<file path="src/rtl/rpc_map.svh">
`ifndef RPC_MAP_SVH
`define RPC_MAP_SVH
// Register offsets (8-bit address space)
`define RPC_ADDR_CTRL 8'h16
`define RPC_ADDR_TXPWR 8'h05
`define RPC_ADDR_SYN 8'h15
`define RPC_ADDR_XAH 8'h17
// Reduced-power control fields
`define RPC_BIT_LEVEL_HI 7
`define RPC_BIT_LEVEL_LO 6
`define RPC_BIT_SMART 5
`define RPC_BIT_DESENSE 4
`define RPC_BIT_SYNTH 3
`define RPC_BIT_AUTOPWR 2
`define RPC_BIT_PANMATCH 1
`define RPC_BIT_RSVD 0
`define RPC_RESET_CTRL 8'hC1
// Auxiliary control register fields
`define RPC_BIT_ACKTIME 0
`define RPC_BIT_RESFT 1
`define RPC_BIT_PROM 2
`define RPC_RESET_XAH 8'h00
`define RPC_RESET_TXPWR 4'h0
`define RPC_RESET_THR 4'h0
// Thresholds: energy in dBm (signed), link quality
`define RPC_THR_LEVEL 4'h8
`define RPC_ED_REDUCE (-77)
`define RPC_ED_FLOOR (-45)
`define RPC_LQI_MIN 8'hE0
// Power codes: 0 is +4 dBm, 4'hF is -17 dBm
`define RPC_PWR_MAX 4'h0
`define RPC_PWR_MIN 4'hF
`define RPC_PWR_MID 4'h8
// Synthesizer calibration run length
`define RPC_CAL_NS 1000
`define RPC_CLK_MHZ 200
`endif

</file>
<file path="src/rtl/rpc_pkg.sv">
package rpc_pkg;
    // Radio state seen from the state machine
    typedef enum logic [2:0] {
        RPC_ST_OFF = 3'h0,
        RPC_ST_RX = 3'h1,
        RPC_ST_AUTO_ACK_RECEIVE_STATE = 3'h3,
        RPC_ST_SYNTH_ON = 3'h2,
        RPC_ST_ARET_ON = 3'h6,
        RPC_ST_ARET = 3'h7
    } rpc_radio_t;
    // Synthesizer saving sequence, Gray coded
    typedef enum logic [1:0] {
        RPC_SY_IDLE = 2'h0,
        RPC_SY_CAL = 2'h1,
        RPC_SY_SAVE = 2'h3,
        RPC_SY_AWAKE = 2'h2
    } rpc_synth_t;
    // Received frame report
    typedef struct packed {
        logic valid;
        logic signed [7:0] ed_dbm;
        logic [7:0] lqi;
        logic [7:0] seq;
    } rpc_frame_t;
    // Register bus request
    typedef struct packed {
        logic wr;
        logic rd;
        logic [7:0] addr;
        logic [7:0] wdata;
    } rpc_bus_t;
    // Activity indications from the radio
    typedef struct packed {
        logic cca_ed;
        logic buf_protect;
        logic backoff;
        logic ack_wait;
        logic ack_pending;
        logic pan_fail;
        logic addr_fail;
        logic ack_req;
        logic frame_end;
        logic synth_wake;
        logic tx_start;
        logic tx_fail;
        logic aret_start;
    } rpc_act_t;
endpackage

</file>
<file path="src/rtl/rpc_ack_power.sv">
// Acknowledgement power selection from received energy and link quality
`include "rpc_map.svh"
module rpc_ack_power (
    // Frame quality and configuration
    input wire logic signed [7:0] i_ed_dbm,
    input wire logic [7:0] i_lqi,
    input wire logic i_dup_seq,
    input wire logic i_enable,
    input wire logic [3:0] i_ceiling,
    // Chosen power code
    output logic [3:0] o_power
);
    // Linear step between ceiling and floor across -77..-45 dBm
    logic signed [8:0] span;
    logic [3:0] step;
    always_comb begin
        span = 9'(i_ed_dbm) - 9'(`RPC_ED_REDUCE);
        step = 4'(span[8:1] >> 1);
        o_power = i_ceiling;
        if (i_enable && !i_dup_seq && i_lqi > `RPC_LQI_MIN) begin
            if (i_ed_dbm > `RPC_ED_FLOOR) begin
                o_power = `RPC_PWR_MIN;
            end else if (i_ed_dbm > `RPC_ED_REDUCE) begin
                o_power = ({1'b0, i_ceiling} + {1'b0, step} + 5'h01 > 5'h0F) ?
                    `RPC_PWR_MIN : 4'(i_ceiling + step + 4'h1);
            end
        end
    end
endmodule // rpc_ack_power

</file>
<file path="src/rtl/rpc_ctrl.sv">
// What this block does
// Desense plus threshold 0x08 limits sensitivity near -80 dBm for lower current.
// Desense is suspended during any CCA or energy scan.
// Auto power lowers ack power for energy above -77 dBm, LQI above 224.
// Ack power floor -17 dBm above -45 dBm; ceiling is the power field.
// Power field reads back the power used for the last sent frame.
// A repeated sequence number disables ack power reduction.
// After a failed reduced-power first attempt, retries use +4 dBm.
// PAN mismatch with PAN match on aborts reception and relistens.
// PAN match but address fail sleeps for frame and requested ack.
// PAN match acts only with short ack time and reserved type filter.
// Promiscuous mode disables PAN match recognition.
// Sleep while frame buffer protection holds a frame in receive states.
// Sleep during the random backoff after a retry transaction starts.
// Sleep awaiting an ack in retry transmit, or before sending one.
// Host uses smart level 0 or short ack time for fast-turnaround peers.
// Bits 7:6 pick smart receive level; 0 minimum, 3 maximum at reset.
// Bit 5 enables smart receive power reduction; cleared at reset.
// Bit 4 enables reduced-sensitivity receive mode; cleared at reset.
// Bit 3 enables synthesizer saving in synth-on and retry-on states.
// Bit 2 enables automatic transmit power handling; cleared at reset.
// Bit 1 enables PAN match recognition; cleared at reset.
// Host always writes one to reserved bit 0, which resets to one.
// Synth saving calibrates on entry, then saves; activity wakes it.
// Smart receive is suspended during any CCA or energy scan.
// One power-save output covers all enabled saving conditions; synth saving drives its own o_synth_saving output instead.
//
// Implementation choice: the address-and-strobe port.
`include "rpc_map.svh"
module rpc_ctrl #(
    parameter int CAL_CYCLES = (`RPC_CAL_NS * `RPC_CLK_MHZ + 999) / 1000
) (
    // Clock and reset
    input wire logic i_clk,
    input wire logic i_resetn,
    // Register port
    input wire logic i_wr,
    input wire logic i_rd,
    input wire logic [7:0] i_addr,
    input wire logic [7:0] i_wdata,
    output logic [7:0] o_rdata,
    // Radio state machine
    input wire rpc_pkg::rpc_radio_t i_radio,
    input wire rpc_pkg::rpc_act_t i_act,
    input wire rpc_pkg::rpc_frame_t i_frame,
    // Control to the radio
    output logic o_power_save,
    output logic o_abort_relisten,
    output logic o_desense_on,
    output logic o_deep_desense,
    output logic o_smart_rx_on,
    output logic [1:0] o_smart_rx_level,
    output logic o_synth_saving,
    output logic [3:0] o_tx_power
);
    typedef struct packed {
        logic [7:0] ctrl;
        logic [7:0] xah;
        logic [3:0] txpwr_cfg;
        logic [3:0] txpwr_used;
        logic [3:0] threshold;
        logic [7:0] last_seq;
        logic seq_valid;
        logic [3:0] ack_pwr;
        logic retry_max;
        logic pam_sleep;
        logic [7:0] rdata;
        logic power_save;
        logic abort;
        logic desense;
        logic deep;
        logic smart;
        logic [3:0] tx_power;
    } rpc_state_t;
    rpc_state_t cur_ff;
    rpc_state_t nxt_s;

    logic synth_saving;
    logic [3:0] ack_choice;
    logic dup_seq;
    logic pam_active;
    logic in_rx;
    logic in_aack;
    logic in_aret;
    logic auto_pwr;

    assign in_aack = (i_radio == rpc_pkg::RPC_ST_AUTO_ACK_RECEIVE_STATE);
    assign in_rx = (i_radio == rpc_pkg::RPC_ST_RX) || in_aack;
    assign in_aret = (i_radio == rpc_pkg::RPC_ST_ARET);
    assign auto_pwr = cur_ff.ctrl[`RPC_BIT_AUTOPWR];
    assign dup_seq = cur_ff.seq_valid && (i_frame.seq == cur_ff.last_seq);
    // Promiscuous overrides the enable; ack time and reserved type filter bits must both be set
    assign pam_active = cur_ff.ctrl[`RPC_BIT_PANMATCH] && in_aack
        && cur_ff.xah[`RPC_BIT_ACKTIME] && cur_ff.xah[`RPC_BIT_RESFT]
        && !cur_ff.xah[`RPC_BIT_PROM];

    // Synthesizer saving in synth-on and retry-on states
    rpc_synth_save #(
        .CAL_CYCLES(CAL_CYCLES)
    ) u_synth (
        .i_clk(i_clk),
        .i_resetn(i_resetn),
        .i_enable(cur_ff.ctrl[`RPC_BIT_SYNTH]),
        .i_enter((i_radio == rpc_pkg::RPC_ST_SYNTH_ON) || (i_radio == rpc_pkg::RPC_ST_ARET_ON)),
        .i_wake(i_act.synth_wake),
        .o_saving(synth_saving)
    );

    // Ack power from the frame just received
    rpc_ack_power u_ackpwr (
        .i_ed_dbm(i_frame.ed_dbm),
        .i_lqi(i_frame.lqi),
        .i_dup_seq(dup_seq),
        .i_enable(auto_pwr && in_aack),
        .i_ceiling(cur_ff.txpwr_cfg),
        .o_power(ack_choice)
    );

    // Register file, power bookkeeping and saving decisions
    always_comb begin
        nxt_s = cur_ff;
        nxt_s.abort = 1'b0;
        // Writes; reserved bit 0 stored as written, host keeps it at one
        if (i_wr) begin
            case (i_addr)
                `RPC_ADDR_CTRL: nxt_s.ctrl = i_wdata;
                `RPC_ADDR_XAH: nxt_s.xah = i_wdata;
                `RPC_ADDR_TXPWR: nxt_s.txpwr_cfg = i_wdata[3:0];
                `RPC_ADDR_SYN: nxt_s.threshold = i_wdata[3:0];
                default: ;
            endcase
        end
        // Frame report: latch ack power before sequence number updates
        if (i_frame.valid) begin
            nxt_s.ack_pwr = ack_choice;
            nxt_s.last_seq = i_frame.seq;
            nxt_s.seq_valid = 1'b1;
            if (pam_active && i_act.pan_fail) begin
                nxt_s.abort = 1'b1;
            end else if (pam_active && i_act.addr_fail) begin
                nxt_s.pam_sleep = 1'b1;
            end
        end
        // Sleep lasts to frame end, or through the ack period if requested
        if (cur_ff.pam_sleep && i_act.frame_end && !i_act.ack_req) begin
            nxt_s.pam_sleep = 1'b0;
        end
        if (!in_aack) begin
            nxt_s.pam_sleep = 1'b0;
        end
        // Retry escalation to full power after a reduced first attempt
        if (i_act.aret_start) begin
            nxt_s.retry_max = 1'b0;
        end
        if (in_aret && auto_pwr && i_act.tx_fail && cur_ff.txpwr_cfg != `RPC_PWR_MAX) begin
            nxt_s.retry_max = 1'b1;
        end
        // Power used for this transmission, visible on readback
        nxt_s.tx_power = in_aack ? cur_ff.ack_pwr :
            (cur_ff.retry_max ? `RPC_PWR_MAX : cur_ff.txpwr_cfg);
        if (i_act.tx_start) begin
            nxt_s.txpwr_used = nxt_s.tx_power;
        end else if (i_wr && i_addr == `RPC_ADDR_TXPWR) begin
            nxt_s.txpwr_used = i_wdata[3:0];
        end
        // Read data one cycle after the strobe; unmapped reads zero
        nxt_s.rdata = 8'h00;
        if (i_rd) begin
            case (i_addr)
                `RPC_ADDR_CTRL: nxt_s.rdata = cur_ff.ctrl;
                `RPC_ADDR_XAH: nxt_s.rdata = cur_ff.xah;
                `RPC_ADDR_TXPWR: nxt_s.rdata = {4'h0, cur_ff.txpwr_used};
                `RPC_ADDR_SYN: nxt_s.rdata = {4'h0, cur_ff.threshold};
                default: nxt_s.rdata = 8'h00;
            endcase
        end
        // Desense and smart receive, both off during scans
        nxt_s.desense = cur_ff.ctrl[`RPC_BIT_DESENSE] && !i_act.cca_ed
            && (in_rx || in_aret);
        // Deep listen only with the special threshold; trades sensitivity for current
        nxt_s.deep = nxt_s.desense && (cur_ff.threshold == `RPC_THR_LEVEL);
        nxt_s.smart = cur_ff.ctrl[`RPC_BIT_SMART] && !i_act.cca_ed
            && (in_rx || in_aret);
        // Single power-save request; released when activity resumes
        nxt_s.power_save = !i_act.tx_start && !i_act.cca_ed && (
            (in_rx && i_act.buf_protect) ||
            (in_aret && i_act.backoff) ||
            (in_aret && i_act.ack_wait) ||
            (in_aack && i_act.ack_pending) ||
            nxt_s.pam_sleep);
    end

    // State register
    always_ff @(posedge i_clk) begin
        if (!i_resetn) begin
            cur_ff <= '0;
            cur_ff.ctrl <= `RPC_RESET_CTRL;
            cur_ff.xah <= `RPC_RESET_XAH;
            cur_ff.txpwr_cfg <= `RPC_RESET_TXPWR;
            cur_ff.txpwr_used <= `RPC_RESET_TXPWR;
            cur_ff.threshold <= `RPC_RESET_THR;
            cur_ff.tx_power <= `RPC_RESET_TXPWR;
        end else begin
            cur_ff <= nxt_s;
        end
    end

    // Outputs straight from flip-flops
    assign o_rdata = cur_ff.rdata;
    assign o_power_save = cur_ff.power_save;
    assign o_abort_relisten = cur_ff.abort;
    // Threshold 0x08 with desense gives the deep -80 dBm listen mode
    assign o_desense_on = cur_ff.desense;
    assign o_deep_desense = cur_ff.deep;
    assign o_smart_rx_on = cur_ff.smart;
    assign o_smart_rx_level = cur_ff.ctrl[`RPC_BIT_LEVEL_HI:`RPC_BIT_LEVEL_LO];
    assign o_synth_saving = synth_saving;
    assign o_tx_power = cur_ff.tx_power;
endmodule // rpc_ctrl

</file>
<file path="src/rtl/rpc_synth_save.sv">
// Synthesizer saving sequencer: calibrate on entry, then save, wake on demand
`include "rpc_map.svh"
module rpc_synth_save #(
    parameter int CAL_CYCLES = (`RPC_CAL_NS * `RPC_CLK_MHZ + 999) / 1000
) (
    // Clock and reset
    input wire logic i_clk,
    input wire logic i_resetn,
    // Control
    input wire logic i_enable,
    input wire logic i_enter,
    input wire logic i_wake,
    // Status
    output logic o_saving
);
    typedef struct packed {
        rpc_pkg::rpc_synth_t st;
        logic [15:0] cnt;
        logic saving;
    } rpc_sy_state_t;
    rpc_sy_state_t cur_ff;
    rpc_sy_state_t nxt_s;

    // Calibration then saving; wake requests leave saving until they end
    always_comb begin
        nxt_s = cur_ff;
        case (cur_ff.st)
            rpc_pkg::RPC_SY_IDLE: begin
                if (i_enable && i_enter) begin
                    nxt_s.st = rpc_pkg::RPC_SY_CAL;
                    nxt_s.cnt = 16'(CAL_CYCLES - 1);
                end
            end
            rpc_pkg::RPC_SY_CAL: begin
                if (cur_ff.cnt == 16'h0000) begin
                    nxt_s.st = rpc_pkg::RPC_SY_SAVE;
                end else begin
                    nxt_s.cnt = cur_ff.cnt - 16'h0001;
                end
            end
            rpc_pkg::RPC_SY_SAVE: begin
                if (i_wake) begin
                    nxt_s.st = rpc_pkg::RPC_SY_AWAKE;
                end
            end
            rpc_pkg::RPC_SY_AWAKE: begin
                if (!i_wake) begin
                    nxt_s.st = rpc_pkg::RPC_SY_SAVE;
                end
            end
            default: nxt_s.st = rpc_pkg::RPC_SY_IDLE;
        endcase
        // Disable or leaving the saving states drops everything
        if (!i_enable || !i_enter) begin
            nxt_s.st = rpc_pkg::RPC_SY_IDLE;
        end
        nxt_s.saving = (nxt_s.st == rpc_pkg::RPC_SY_SAVE);
    end

    // State register
    always_ff @(posedge i_clk) begin
        if (!i_resetn) begin
            cur_ff <= '0;
        end else begin
            cur_ff <= nxt_s;
        end
    end

    assign o_saving = cur_ff.saving;
endmodule // rpc_synth_save
</file>
<file path="config.mk">
export PLATFORM = sky130hd
export DESIGN_NAME = rpc_ctrl
export DESIGN_NICKNAME = d
export VERILOG_FILES = /design/src/rtl/rpc_pkg.sv /design/src/rtl/rpc_ack_power.sv /design/src/rtl/rpc_ctrl.sv /design/src/rtl/rpc_synth_save.sv
export VERILOG_INCLUDE_DIRS = /design/src /design/src/rtl
export SDC_FILE = /design/constraint.sdc
export NUM_CORES = 1
export LEC_CHECK = 0
export BUFFER_PORTS_ARGS = -buffer_cell sky130_fd_sc_hd__buf_4
export CAP_MARGIN = 10
export CORE_MARGIN = 2
export CORE_UTILIZATION = 35
export CTS_BUF_LIST = sky130_fd_sc_hd__clkbuf_8 sky130_fd_sc_hd__clkbuf_16
export CTS_CLUSTER_DIAMETER = 40
export DETAILED_ROUTE_END_ITERATION = 6
export PLACE_DENSITY_LB_ADDON = 0.25
export SLEW_MARGIN = 20
export SYNTH_ARGS = -nofsm -noshare
export SYNTH_HDL_FRONTEND = slang
export SYNTH_SLANG_ARGS = --single-unit
</file>
<file path="constraint.sdc">
create_clock -name i_clk -period 3 [get_ports i_clk]
set_input_delay 0.3 -clock i_clk [delete_from_list [all_inputs] [get_ports i_clk]]
set_output_delay 0.3 -clock i_clk [all_outputs]
set_load 0.02 [all_outputs]
</file>
## Word level (Yosys, flattened, before mapping)

Index checks and enable logic that the tools add are counted.

- Logic and storage cells: 128
- Input port bits: 61
- Register bits after elaboration: 79

- Muxes and demuxes: 25
- Magnitude comparators: 4
- Add/sub/neg operators: 6
- Eq/ne operators: 17
- Reduce and logical (&&, ||, !) cells: 56

Operator list:

| cell | count |
|---|---|
| $mux 4 | 8 |
| $pmux 16 s2 | 1 |
| $pmux 8 s4 | 1 |
| $logic_and 1x1->1 | 28 |
| $eq 8x5->1 const B | 3 |
| $mux 18 | 1 |
| $gt 8x8->1 const B | 2 |
| $logic_not 16->1 | 1 |
| $mux 16 | 1 |
| $sub 16x1->16 const B | 1 |
| $reduce_and 2->1 | 6 |
| $eq 8x3->1 const B | 1 |
| $eq 8x8->1 | 1 |
| $gt 8x7->1 const B | 1 |
| $logic_or 1x1->1 | 8 |
| $mux 1 | 8 |
| $mux 2 | 4 |
| $pmux 2 s4 | 1 |
| $logic_not 1->1 | 7 |
| $eq 2x2->1 const B | 3 |
| $eq 3x2->1 const B | 2 |
| $eq 3x3->1 const B | 2 |
| $reduce_bool 2->1 | 3 |
| $sub 6x5->6 const B | 1 |
| 13 further kinds | 13 |

## Longest topological paths before layout

Gate-level depths: netlist (run 1).

- Depth after elaboration: 13
- Depth in mapped cells: 10
- Mapped depth without buffers: 10

## Hierarchy

A second synthesis (run 1) with hierarchy kept.

- Cells, all modules: 442
- Area total of the unflattened synthesis: 4096.4 sq um

By module, submodules not included:

| module | cells each | times used | sequential area each (sq um) | area an instance (sq um) |
|---|---|---|---|---|
| rpc_ctrl | 282 | 1 | 1201.2 | 2701.3 |
| rpc_synth_save | 118 | 1 | 380.4 | 1052.3 |
| rpc_ack_power | 42 | 1 | 0.0 | 342.8 |

## Least setup slack after synthesis (run 1)

No wires, ideal clock.

- Kind: input to register
- Start: in i_addr[5]
- End: reg cur_ff[37] in the netlist's numbering
- Data arrival time: 2.059 ns
- Setup slack: 0.825 ns
- Path buffers: 2
- Stages on the path: 7
- Cells stage by stage: or4b_1 > buf_2 > nor4_4 > and3b_1 > buf_6 > mux2_2 > o211a_1

- Word-level cells in the longest chain between the ends: 3

Ends and longest elaborated chain:

| element | RTL line | RTL |
|---|---|---|
| start, declared | rpc_ctrl.sv:39 | `input wire logic [7:0] i_addr,` |
| $eq 8x3->1 | - |  |
| $logic_and 1x1->1 (no source line) | - |  |
| $reduce_bool 2->1 (no source line) | - |  |
| end signal, assigned | rpc_ctrl.sv:204 | `cur_ff <= nxt_s;` |
| end, declared | rpc_ctrl.sv:75 | `rpc_state_t cur_ff;` |

No other way between the ends.
A chain may end at the register's enable or synchronous reset.

## Worst setup path in the final report (run 1)

- Start: reg u_synth.cur_ff[1] in the netlist's numbering
- End: reg u_synth.cur_ff[4] in the netlist's numbering

- Word-level cells in the longest chain between the ends: 3

Ends and longest elaborated chain:

| element | RTL line | RTL |
|---|---|---|
| start, declared | rpc_synth_save.sv:21 | `rpc_sy_state_t cur_ff;` |
| start signal, assigned | rpc_synth_save.sv:65 | `cur_ff <= nxt_s;` |
| $sub 16x1->16 / $logic_not 16->1 (equally long branches) | rpc_synth_save.sv:38, rpc_synth_save.sv:35 |  |
| $mux 16 / $ne 2x2->1 (equally long branches) | - |  |
| $pmux 16 s2 / $reduce_and 3->1 (equally long branches) | - |  |

Several ways; a longest one is shown, not always the timed one. The select of a mux whose other input is x is not followed.

==> impl.org, run 1 <==
** Run status
- Outcome :: complete, no violations

** Pwr
- In this run the static leakage power is 1.91 nW.
- The share of total power dissipated in the clock network is 37.3%.
- Of the total power, registers draw 52.9%.
- In this run switching power makes up 24.8% of total power.
- Peak VDD IR :: 0.000246 V
- PnR Total Power :: 2.02 mW
- Dividing total power by cell area gives a power density of 433 nW/um2.
- Cell-internal power :: 1.52 mW
- Of the total power, combinational logic draws 9.8%.
- Net Sw Power :: 0.502 mW

** Cells and area
- For this run, the post-layout net count is 560.
- Once layout is complete, the cells apart from fillers number 638.
- Relative area change from synthesis to final layout :: 20.9%
- Cells with a size suffix above 1 make up 23.3% of the layout.
- The number of antenna diodes in the final layout is 0.

** Detailed routing
- In the routed design, unresolved DRC markers number 0.
- Avg Vias per Cell :: around 5
- The pre-antenna-repair detailed-routing pass consisted of 4 iterations.
- Routed via count :: 3200
- Routed wire per std cell :: around 14 um
- The first routing iteration left 158 violations.
- Wires add up to 9.03 mm.
- Post-route antenna net violation count :: 0

** STA
- For the pin with the worst max-slew slack, the measured transition is around 900 ps.
- After layout, the worst path uses 82.0% of the clock period.
- Between clock sinks in the finished design, the worst skew comes to 16.7 ps.
- Based on the critical path, the design can be clocked at up to 407 MHz.
- Final hold viol count :: 0
- For the finished layout, the period the worst path requires is 2460 ps.
- In the final timing run, aggregate negative setup slack is 0 ps.
- Headroom to the max-slew limit :: 39.8%
- Setup violators final :: 0
- Worst setup slack after layout :: ~540 ps
- Setup repair after global routing missed its margin :: no
- Slew Viols, Final :: 0

** Synth
- When the netlist entered floorplanning its net count stood at 497.
- Yosys mapped the design onto 53 distinct sky130hd cell types.
- Yosys top cell area share :: 41.0%
- Of all flip-flops after synthesis, the portion carrying an async set or reset was 0%.
- Most area-consuming cells after synthesis :: sky130_fd_sc_hd__dfxtp_1 (41%), sky130_fd_sc_hd__mux2i_1 (5.2%), sky130_fd_sc_hd__nand2_1 (4.7%)
- Post-synthesis register bit count :: 79
- Sequential cell area fraction in the yosys report :: 41.0%
- Top_reg_cell synth :: sky130_fd_sc_hd__dfxtp_1
- Area of the mapped netlist :: 3860 um2
- Post-synth EDFFs :: 0
- Cell accounting for the most synthesized area :: sky130_fd_sc_hd__dfxtp_1
- Post-synthesis area per instance :: 8.97 um2
- Yosys printed 0 warnings.
- Counting every instance in the synthesized netlist gives 430.

** Clocking
- Gates resized during post-CTS repair numbered 0.
- Max Buffers Root-to-Sink :: 2
- After clock tree synthesis, the clock-pin slew on the worst setup and hold paths is 90 ps.
- Post-CTS Setup Bufs :: 0
- Clock tree synthesis found a total of 79 sinks.
- CTS built an H-tree with a depth of 3.
- TritonCTS built the clock tree.
- CTS buffer count :: 9
- Hold-fix buffers, CTS :: 0
- The tree is rooted in a sky130_fd_sc_hd__clkbuf_8.
- For the worst-skew pair, the clock arrives at the later sink with an insertion delay of 360 ps.

** Setup path
- The critical path in this run is classified as reg -> reg.
- Of all nets on the critical path, the largest fanout is 15.
- The worst setup path is captured at a register.
- Endpoint arrival time on the critical path :: ~2800 ps
- For the worst setup path, the data required time is 3290 ps.
- CP Launch Type :: register

** Floorplan
- Y dimension of the die :: about 110 um
- Area of the core :: 10800 um2
- I/O pin cnt :: 81
- Die X :: 109 um
- Total die area :: 11900 um2
- Starting utilization of the core area :: 35.8%
- Core Rows :: 38

** Global route
- Global routing used 16.0% of the available tracks across all layers.
- The via count of the first global-routing pass came to 3166.
- For this run the aggregate overflow at the end of global routing stands at 0.
- The first global-routing pass estimated 14.9 mm of wire.
- Entering global routing, the biggest net connects 59 pins.
- The initial antenna violation count is 0.

** Flow run
- Max-cap violations in this run came to 0.

** Place
- Minimum setup slack after placement :: 371 ps
- Summed over all nets, the half-perimeter wirelength after detailed placement is ~7 mm.
- RD Place Congestion :: around 0.8
- Cell Count Post-Placement :: ~620
- Input/output buffers :: 80

** Worst hold path
- Min-delay worst type :: in -> reg
==> path summary, 6_finish.rpt <==
| check | cells after the start | startpoint | slack (ps) | endpoint |
|---|---|---|---|---|
| max | 8 | u_synth.cur_ff[1]$_SDFFE_PN0P_ | 540 | u_synth.cur_ff[4]$_SDFFE_PN0P_ |
| min | 2 | i_act[3] | 120 | u_synth.cur_ff[17]$_SDFF_PN0_ |
| max reg2reg | 8 | u_synth.cur_ff[1]$_SDFFE_PN0P_ | 540 | u_synth.cur_ff[4]$_SDFFE_PN0P_ |
| min reg2reg | 2 | cur_ff[52]$_SDFFE_PN1P_ | 460 | o_rdata[0]$_SDFF_PN0_ |
==> state kept, by name (all words and copies together), names as in the netlist, 2 cells and up <==
signal and flops:
cur_ff 40, u_synth.cur_ff 18, o_rdata 8, o_tx_power 4
o_smart_rx_level 2
==> cell usage after synthesis (6+ instances only) <==
cell	count
sky130_fd_sc_hd__dfxtp_1	79
sky130_fd_sc_hd__nand2_1	48
sky130_fd_sc_hd__nand3_1	31
sky130_fd_sc_hd__nor2_1	28
sky130_fd_sc_hd__nor2b_1	24
sky130_fd_sc_hd__mux2i_1	20
sky130_fd_sc_hd__a21oi_1	18
sky130_fd_sc_hd__buf_4	14
sky130_fd_sc_hd__xor2_1	13
sky130_fd_sc_hd__a21boi_0	12
sky130_fd_sc_hd__clkbuf_1	12
sky130_fd_sc_hd__inv_1	12
sky130_fd_sc_hd__o21ai_0	12
sky130_fd_sc_hd__xnor2_1	11
sky130_fd_sc_hd__a22oi_1	9
sky130_fd_sc_hd__mux2_2	7
sky130_fd_sc_hd__nand4_1	6
==> critical path: stages (launching register included) <==
cell	delay (ps)
sky130_fd_sc_hd__dfxtp_1	370
sky130_fd_sc_hd__inv_1	60
sky130_fd_sc_hd__ha_1	240
sky130_fd_sc_hd__nor2b_1	150
sky130_fd_sc_hd__and3_1	190
sky130_fd_sc_hd__a211oi_2	760
sky130_fd_sc_hd__nand2_1	140
sky130_fd_sc_hd__or3_1	340
sky130_fd_sc_hd__a21oi_1	140
==> cells by family after synthesis <==
group	Yosys count	synth area share, %
AND/OR/NAND/NOR	178	25.3
flip-flops	79	41.0
AO/OA/AOI/OAI	70	12.3
buffers and inverters	45	6.26
multiplexers	28	7.62
XOR/XNOR	24	5.45
adder cells (fa/ha/maj)	6	2.14
==> final cells by class <==
cell class / instances / area [um2]
Tap cell: 140 / 175
Clock buffer: 11 / 151
Timing Repair Buffer: 85 / 638
Sequential cell: 79 / 1580
Clock inverter: 5 / 40.0
Fill cell: 1075 / 6130
Multi-Input combinational cell: 306 / 2040
Inverter: 12 / 45.0
==> power groups by stage <==
stage          combinational (mW)  clock, mW  sequential, mW
3_3_place_gp                0.198          0            1.09
5_1_grt                     0.221      0.818            1.07
4_1_cts                     0.202      0.775            1.07
2_1_floorplan               0.104          0            1.09
6_report                    0.198      0.752            1.07
3_5_place_dp                0.202          0            1.09
==> per-stage QoR <==
step	hold WS [ps]	utilization, %	cell area (um2)
after floorplan	403	-	3860
after CTS	111	43.2	4670
final	121	43.2	4670
after global placement	436	41.5	4480
after global routing	112	43.2	4670
after detailed placement	444	41.5	4480
==> layer usage <==
| metal | vias to the layer above | track usage, % | routed length [um] |
|---|---|---|---|
| met2 | 63 | 27.7 | 4500 |
| met4 | 0 | 4.03 | 82 |
| li1 | 1612 | - | - |
| met3 | 8 | 5.14 | 462 |
| met5 | - | 0 | 0 |
| met1 | 1517 | 19.3 | 3990 |
==> cells in the final DEF, fill, tap and decap left out, types with 6 or more instances in the layout <==
cell type,instances
sky130_fd_sc_hd__a21boi_0,12
sky130_fd_sc_hd__a21oi_1,18
sky130_fd_sc_hd__a22oi_1,9
sky130_fd_sc_hd__buf_4,85
sky130_fd_sc_hd__clkbuf_8,11
sky130_fd_sc_hd__dfxtp_1,79
sky130_fd_sc_hd__inv_1,12
sky130_fd_sc_hd__mux2_2,7
sky130_fd_sc_hd__mux2i_1,20
sky130_fd_sc_hd__nand2_1,48
sky130_fd_sc_hd__nand3_1,31
sky130_fd_sc_hd__nand4_1,6
sky130_fd_sc_hd__nor2_1,28
sky130_fd_sc_hd__nor2b_1,24
sky130_fd_sc_hd__o21ai_0,12
sky130_fd_sc_hd__xnor2_1,11
sky130_fd_sc_hd__xor2_1,13
Power figures use the tool's default switching activity.
==> inputs of run 2 (changes only) <==
- clock period: 3 -> 2.1 ns (I/O delays scaled with it)
==> run 2 against run 1 <==
Cell count rose by 2.2%. Routed wire length rose by 2.4%. Critical path depth rose by 1. Hold slack got worse by 65 ps. Register-to-register slack got worse by 430 ps. Core utilization rose by 1.4 points. Sequential power rose by 43%. Critical endpoint unchanged. Largest cell class unchanged.
==> impl.org, run 2 (same netlist as run 1, synthesis figures left out) <==
** Run status
- Outcome: complete, no violations (unchanged).

** STA
- Setup repair after global routing missed its margin: no (unchanged).
- Slew at the pin closest to its max-slew limit :: 376 ps (was 901 ps)
- The minimum setup slack in the final design came to 115 ps (was 541 ps).
- Final hold viol count :: 0 (unchanged)
- The achievable frequency came to 504 MHz (was 407 MHz).
- Accumulated negative setup slack :: 0 ps (unchanged)
- The final number of setup-violating endpoints is 0 (unchanged).
- The worst slack on hold paths is 56.8 ps (was 121 ps).
- Final critical path time including I/O delays and setup :: 1990 ps (was 2460 ps)
- Slew Viols, Final :: 0 (unchanged)
- The final clock skew came to 8.65 ps (was 16.7 ps).
- The relative slew slack is 74.6% (was 39.8%).
- Tcrit/Tclk final :: 94.5% (was 82.0%)

** Cells and area
- Final Instance Area :: 4820 um2 (was 4670 um2)
- Number of nets in the final layout :: 574 (was 560)
- Antenna diode count :: 0 (unchanged)
- Post-layout instance count excluding filler cells :: 652 (was 638)
- The largest register by flop count was cur_ff (unchanged).
- Share of post-route cells with drive strength above 1 :: 25.4% (was 23.3%)
- Relative area change from synthesis to final layout :: 25.0% (was 20.9%)
- Total of fill cells in the finished design :: 1063 (was 1075)
- The most common library cell in the layout ignoring fill and taps was sky130_fd_sc_hd__buf_4 (unchanged).
- Most used cells in the layout excluding fill and tap cells :: sky130_fd_sc_hd__buf_4 (98), sky130_fd_sc_hd__dfxtp_1 (79), sky130_fd_sc_hd__nand2_1 (48) (was sky130_fd_sc_hd__buf_4 (85), sky130_fd_sc_hd__dfxtp_1 (79), sky130_fd_sc_hd__nand2_1 (48))
- The flip-flop count of the largest register, all copies and words added came to 40 (unchanged).

** Clocking
- The quantity of hold-fixing buffers added after cts was 0 (unchanged).
- The clock network latency to the later pin of the worst-skew pair came to 350 ps (was 360 ps).
- Root buf cell :: sky130_fd_sc_hd__clkbuf_8 (unchanged)
- The depth of the CTS H-tree came to 3 (unchanged).
- The TritonCTS clock tree was done (unchanged).
- The clock-pin slew of the registers on the worst-case setup and hold paths is 80 ps (was 90 ps).
- The total CTS buffers came to 9 (unchanged).
- The post-cts repair resize count was 0 (unchanged).
- The number of buffers on the longest clock path was 2 (unchanged).
- The number of clock sinks came to 79 (unchanged).
- Post-CTS Setup Bufs :: 0 (unchanged)

** Detailed routing
- The detailed router's first-iteration violation count came to 125 (was 158).
- The total via count in the routed design came to 3274 (was 3200).
- The antenna violation net count after detailed routing came to 0 (unchanged).
- Avg Vias per Cell :: 5.02 (about the same)
- Routed wire per std cell :: 14.2 um (about the same)
- Total DRC errors in the routed layout :: 0 (unchanged)
- First-pass iteration count of the detailed router :: 5 (was 4)
- Total wirelength of the detailed-routed design :: 9.25 mm (was 9.03 mm)

** Floorplan
- The placeable core region was 10800 um2 (unchanged).
- Die X :: 109 um (unchanged)
- The effective utilization at floorplan was 35.8% (unchanged).
- I/O pin cnt :: 81 (unchanged)
- Core Rows :: 38 (unchanged)
- The die extent in y is 109 um (unchanged).
- The overall die area came to 11900 um2 (unchanged).

** Worst hold path
- Min-delay worst type :: in -> reg (unchanged)

** Setup path
- The startpoint-to-endpoint class of the critical path is reg -> reg (unchanged).
- The endpoint arrival time on the critical path is 2270 ps (was 2750 ps).
- Crit. End Element :: register (unchanged)
- The nature of the critical path startpoint is a register (unchanged).
- Maximum net fanout on the critical path :: 7 (was 15)
- Req. time, crit path :: 2380 ps (was 3290 ps)

** Pwr
- The power density of the placed cells came to 626 nW/um2 (was 433 nW/um2).
- Peak VDD IR :: 0.000354 V (was 0.000246 V)
- P_leak :: 2.00 nW (was 1.91 nW)

** Global route
- Antenna violations before repair :: 0 (unchanged)
- The overflow left after global routing is 0 (unchanged).
- The via count of the first global-routing pass is 3168 (was 3166).
- The overall track demand over capacity in global routing is 16.6% (was 16.0%).
- The first-pass GRT wire length came to 15.4 mm (was 14.9 mm).
- The pin count of the biggest net entering global routing is 22 (was 59).

** Place
- Post-DP HPWL :: 7.08 mm (was 6.85 mm)
- Minimum setup slack after placement :: 31.9 ps (was 371 ps)
- RD Place Congestion :: 0.785 (was 0.817)
- Cell Count Post-Placement :: 636 (was 622)
- The total of buffers placed on input and output ports was 80 (unchanged).
- The post-place instance area was 4590 um2 (was 4480 um2).

** Flow run
- The number of violations of the max-capacitance limit came to 0 (unchanged).
==> run 2: cell types whose count changed in the layout (fill, tap and decap cells not counted), moves of 2 or more <==
cell	change
sky130_fd_sc_hd__clkbuf_8	-2
sky130_fd_sc_hd__inv_1	+2
sky130_fd_sc_hd__bufinv_16	+2
sky130_fd_sc_hd__buf_4	+13
==> run 2: area by class of cell <==
type	instances	area, um2	area share (%)
multi-input combinational	306	2050	42.5
sequential	79	1580	32.8
clock buffer	9	124	2.57
inverter	12	45.0	0.934
tap	140	175	3.63
timing repair buffer	99	756	15.7
clock inverter	7	90.1	1.87
==> run 2: per-stage QoR <==
stage / utilization [%] / power (mW)
finish: 44.7 / 3.02
global route: 44.7 / 3.15
CTS: 44.5 / 3.06
detailed placement: 42.6 / 1.85
global placement: 42.6 / 1.85
floorplan: - / 1.71
==> run 2: layer usage <==
layer	track usage (%)	wire length [um]	part of all wire, %	vias to the layer above
met2	27.7	4560	49	87
li1	-	-	-	1641
met1	21.3	4070	44	1544
met3	4.36	579	6.3	2
met4	4.40	37	0.40	0
met5	0	0	0	-
==> run 2: report_power, final <==
group | leakage (nW) | internal [mW] | switching [mW]
clock network | 0.116 | 0.663 | 0.542
logic | 1.25 | 0.153 | 0.136
registers | 0.640 | 1.52 | 0.0112
==> run 2: worst paths after layout <==
path                            slack [ps]                        endpoint  cells past startpoint                           start
worst max-delay path                   110  u_synth.cur_ff[4]$_SDFFE_PN0P_                      9  u_synth.cur_ff[1]$_SDFFE_PN0P_
worst min-delay path                    60   u_synth.cur_ff[17]$_SDFF_PN0_                      2                        i_act[3]
worst max register to register         110  u_synth.cur_ff[4]$_SDFFE_PN0P_                      9  u_synth.cur_ff[1]$_SDFFE_PN0P_
worst min register to register         460         cur_ff[49]$_SDFFE_PN0P_                      2         cur_ff[49]$_SDFFE_PN0P_
==> run 2: critical path: stages, from the launching register on <==
cell	delay, ps
sky130_fd_sc_hd__dfxtp_1	380
sky130_fd_sc_hd__inv_1	60
sky130_fd_sc_hd__ha_1	200
sky130_fd_sc_hd__nor2b_1	140
sky130_fd_sc_hd__and3_1	200
sky130_fd_sc_hd__a211oi_2	230
sky130_fd_sc_hd__buf_4	190
sky130_fd_sc_hd__nand2_1	70
sky130_fd_sc_hd__or3_1	310
sky130_fd_sc_hd__a21oi_1	140
==> inputs of run 3 (changes only) <==
- ABC_AREA: not set -> 1
==> run 3 against run 2 <==
The run now ends with design-rule violations left. Clock skew down 1.8 ps. Non-clock buffer count shrank 9. Power up 21%.
==> impl.org, run 3 <==
** Run status
- Outcome: finished with violations (was complete, no violations).
- The checks that failed: design-rule violations.

** Setup path
- CP Launch Type :: register (unchanged)
- The worst-path maximum fanout was 13 (was 7).
- The endpoint arrival time on the critical path was 2010 ps (was 2270 ps).
- Setup Crit Path Kind :: reg -> reg (unchanged)
- Critical path origin :: u_synth.cur_ff[1]$_SDFFE_PN0P_ (unchanged)
- Startpoint of the lowest-slack register-to-register path :: u_synth.cur_ff[1]$_SDFFE_PN0P_ (unchanged)
- The data required time of the critical path is 2310 ps (was 2380 ps).
- The depth of the most critical reg-to-reg path is 10 (was 9).
- The element type at the critical path end is a register (unchanged).

** STA
- Skew final :: 6.89 ps (was 8.65 ps)
- Worst Hold Slack :: 78.0 ps (was 56.8 ps)
- Setup violators final :: 0 (unchanged)
- Setup repair after global routing missed its margin: no (unchanged).
- The number of pins exceeding their max-slew limit in the final report came to 0 (unchanged).
- The setup TNS was 0 ps (unchanged).
- Headroom to the max-slew limit :: 59.2% (was 74.6%)
- The count of final hold-check violations is 0 (unchanged).
- F_max :: 556 MHz (was 504 MHz)
- Final critical path time including I/O delays and setup :: 1800 ps (was 1990 ps)
- Tcrit/Tclk final :: 85.7% (was 94.5%)
- Slew at the pin closest to its max-slew limit :: 608 ps (was 376 ps)

** Floorplan
- Die X :: 113 um (was 109 um)
- Total die area :: 12800 um2 (was 11900 um2)
- The die extent in y came to 113 um (was 109 um).
- Starting utilization of the core area :: 36.2% (was 35.8%)
- Core Rows :: 39 (was 38)
- The placeable core region was 11500 um2 (was 10800 um2).
- I/O pin cnt :: 81 (unchanged)

** Detailed routing
- Routed wire per std cell :: 12.9 um (was 14.2 um)
- The total via count in the routed design was 4057 (was 3274).
- The detailed router's first-iteration violation count is 237 (was 125).
- The antenna violation net count after detailed routing came to 0 (unchanged).
- The number of detailed-routing iterations run before antenna repair came to 7 (was 5).
- The post-route DRC violation count came to 8 (was 0).
- The final wirelength is 10.8 mm (was 9.25 mm).
- The via-per-instance ratio was 4.82 (was 5.02).

** Synth
- The most instantiated flip-flop cell in the synthesis netlist is sky130_fd_sc_hd__dfxtp_1 (unchanged).
- Number of distinct library cells after synthesis :: 38 (was 53)
- Most repeated cell in the gate-level netlist after synthesis :: sky130_fd_sc_hd__nand2_1 (was sky130_fd_sc_hd__dfxtp_1)
- The share of the synthesized area in the top cell type is 37.9% (was 41.0%).
- The async set-or-reset flop fraction in the synthesized netlist came to 0% (unchanged).
- Post-synthesis register bit count :: 79 (unchanged)
- Most area-consuming cells after synthesis :: sky130_fd_sc_hd__dfxtp_1 (38%), sky130_fd_sc_hd__nand2_1 (10%), sky130_fd_sc_hd__nor2_1 (8.8%) (was sky130_fd_sc_hd__dfxtp_1 (41%), sky130_fd_sc_hd__mux2i_1 (5.2%), sky130_fd_sc_hd__nand2_1 (4.7%))
- The gate count of the mapped netlist came to 619 (was 430).
- Area of the mapped netlist :: 4170 um2 (was 3860 um2)
- The mean instance size in the synthesized netlist was 6.74 um2 (was 8.97 um2).
- The cell taking the most area after synthesis was sky130_fd_sc_hd__dfxtp_1 (unchanged).
- The number of warnings printed during yosys synthesis is 0 (unchanged).
- Top cells by count, synth: sky130_fd_sc_hd__nand2_1 (114), sky130_fd_sc_hd__nor2_1 (98), sky130_fd_sc_hd__inv_1 (85) (was sky130_fd_sc_hd__dfxtp_1 (79), sky130_fd_sc_hd__nand2_1 (48), sky130_fd_sc_hd__nand3_1 (31)).
- Sequential cell area fraction in the yosys report :: 37.9% (was 41.0%)
- The number of enable flip-flop cells after synthesis is 0 (unchanged).
- Synthesized netlist net count :: 686 (was 497)

** Place
- The total of buffers placed on input and output ports is 80 (unchanged).
- Post-DP HPWL :: 8.37 mm (was 7.08 mm)
- Placed standard-cell area :: 4870 um2 (was 4590 um2)
- The global placement routability congestion came to 0.888 (was 0.785).

** Global route
- Maximum number of pins on one net before global-route repair :: 31 (was 22)
- Wire length of the first global-routing pass :: 18.0 mm (was 15.4 mm)
- GR Util All Layers :: 17.4% (was 16.6%)
- The initial antenna violation count is 0 (unchanged).
- Vias in the first global route :: 3752 (was 3168)
- The overflow left after global routing is 0 (unchanged).

** Clocking
- Clock latency of the later-clocked register in the worst-skew pair :: 340 ps (was 350 ps)
- Root buf cell :: sky130_fd_sc_hd__clkbuf_16 (was sky130_fd_sc_hd__clkbuf_8)
- TritonCTS clock tree :: done (unchanged)
- The number of buffers on the longest clock path is 2 (unchanged).
- CTS buffer count :: 9 (unchanged)
- Hold-fix buffers, CTS :: 0 (unchanged)
- H-tree depth reported by CTS :: 3 (unchanged)
- The clock-pin slew of the registers on the worst-case setup and hold paths was 60 ps (was 80 ps).
- Num Clock Sinks :: 79 (unchanged)

** Cells and area
- The most common library cell in the layout ignoring fill and taps is sky130_fd_sc_hd__nand2_1 (was sky130_fd_sc_hd__buf_4).
- The number of inserted filler cells in the final layout is 1165 (was 1063).
- The number of diodes came to 0 (unchanged).
- Register with the most flip-flops :: cur_ff (unchanged)
- The post-layout net count is 760 (was 574).
- Share of post-route cells with drive strength above 1 :: 17.6% (was 25.4%)
- The relative area change from synthesis to final layout came to 25.2% (was 25.0%).
- Final Instance Area :: 5220 um2 (was 4820 um2)
- The flip-flop count of the largest register, all copies and words added came to 40 (unchanged).
- Most used cells in the layout excluding fill and tap cells: sky130_fd_sc_hd__nand2_1 (114), sky130_fd_sc_hd__nor2_1 (98), sky130_fd_sc_hd__buf_4 (89) (was sky130_fd_sc_hd__buf_4 (98), sky130_fd_sc_hd__dfxtp_1 (79), sky130_fd_sc_hd__nand2_1 (48)).

** Flow run
- Total of max-cap violations :: 0 (unchanged)

** Worst hold path
- Min-delay worst type :: in -> reg (unchanged)
- The hold path depth was 3 (was 2).
- The startpoint of the most critical hold path is i_wdata[6] (was i_act[3]).

** Pwr
- The power density of the placed cells was 697 nW/um2 (was 626 nW/um2).
- P_leak :: 2.32 nW (was 2.00 nW)
- Peak VDD IR :: 0.000345 V (was 0.000354 V)
## run 3: metrics by stage
step           cells  power (mW)  setup slack, ps  utilization, %
2_1_floorplan    619        1.72              278               -
3_3_place_gp     825        1.87             51.6            42.3
3_5_place_dp     825        1.88             16.8            42.3
4_1_cts          841        3.67              240            45.3
5_1_grt          841        3.77             57.5            45.3
6_report         841        3.64              301            45.3
## run 3: power by group
group          switching, mW  total [mW]  leakage [nW]  internal (mW)
clock network          0.631        1.80         0.170           1.16
registers            0.00895        1.53         0.640           1.52
logic                  0.171       0.317          1.51          0.146
total                  0.811        3.64          2.32           2.83
## run 3: kinds of logic (layout without fill, tap and decap cells)
group / Yosys count / in the layout / share of synthesized area (%)
flops: 79 / 79 / 37.9
xor+xnor: 11 / 11 / 2.31
buf+inv: 115 / 194 / 11.9
compound gates: 92 / 92 / 12.4
fa+ha+maj: 6 / 6 / 1.98
simple gates: 316 / 316 / 33.5
## run 3: final cells by class
type | count | area (um2) | area share (%)
repair buffers | 90 | 688 | 13.2
inverters | 88 | 330 | 6.33
clock buffers | 9 | 225 | 4.31
multi-input cells | 425 | 2090 | 40.1
clock inverters | 7 | 121 | 2.33
flip-flops and latches | 79 | 1580 | 30.3
well taps | 143 | 179 | 3.43
## run 3: repair_timing
action | CTS | global route
endpoints found under the setup margin | 0 | 1
gates resized for setup | 0 | 1
buffers inserted | 0 | 0
## run 3: critical path, stage by stage (launching register included)
cell and delay (ps):
sky130_fd_sc_hd__dfxtp_1 320, sky130_fd_sc_hd__inv_1 100, sky130_fd_sc_hd__ha_2 250, sky130_fd_sc_hd__nand2_1 130, sky130_fd_sc_hd__nor3_1 170, sky130_fd_sc_hd__nand3b_1 160
sky130_fd_sc_hd__nand3_2 130, sky130_fd_sc_hd__buf_4 200, sky130_fd_sc_hd__nor2_1 50, sky130_fd_sc_hd__a21oi_1 110, sky130_fd_sc_hd__nor2_1 50
## run 3: worst paths after layout
path | endpoint | slack (ps)
worst max register to register | u_synth.cur_ff[12]$_SDFFE_PN0P_ | 300
worst min register to register | o_rdata[5]$_SDFF_PN0_ | 460
worst min-delay path | o_smart_rx_level[0]$_SDFFE_PN1P_ | 80
worst max-delay path | u_synth.cur_ff[12]$_SDFFE_PN0P_ | 300
## run 3: routing by layer
| metal | wire, um | GRT usage (%) | up-vias |
|---|---|---|---|
| met5 | 0 | 0 | - |
| met4 | 126 | 5.37 | 0 |
| met3 | 575 | 3.27 | 11 |
| met2 | 4990 | 28.6 | 103 |
| met1 | 5160 | 23.3 | 1811 |
| li1 | - | - | 2132 |
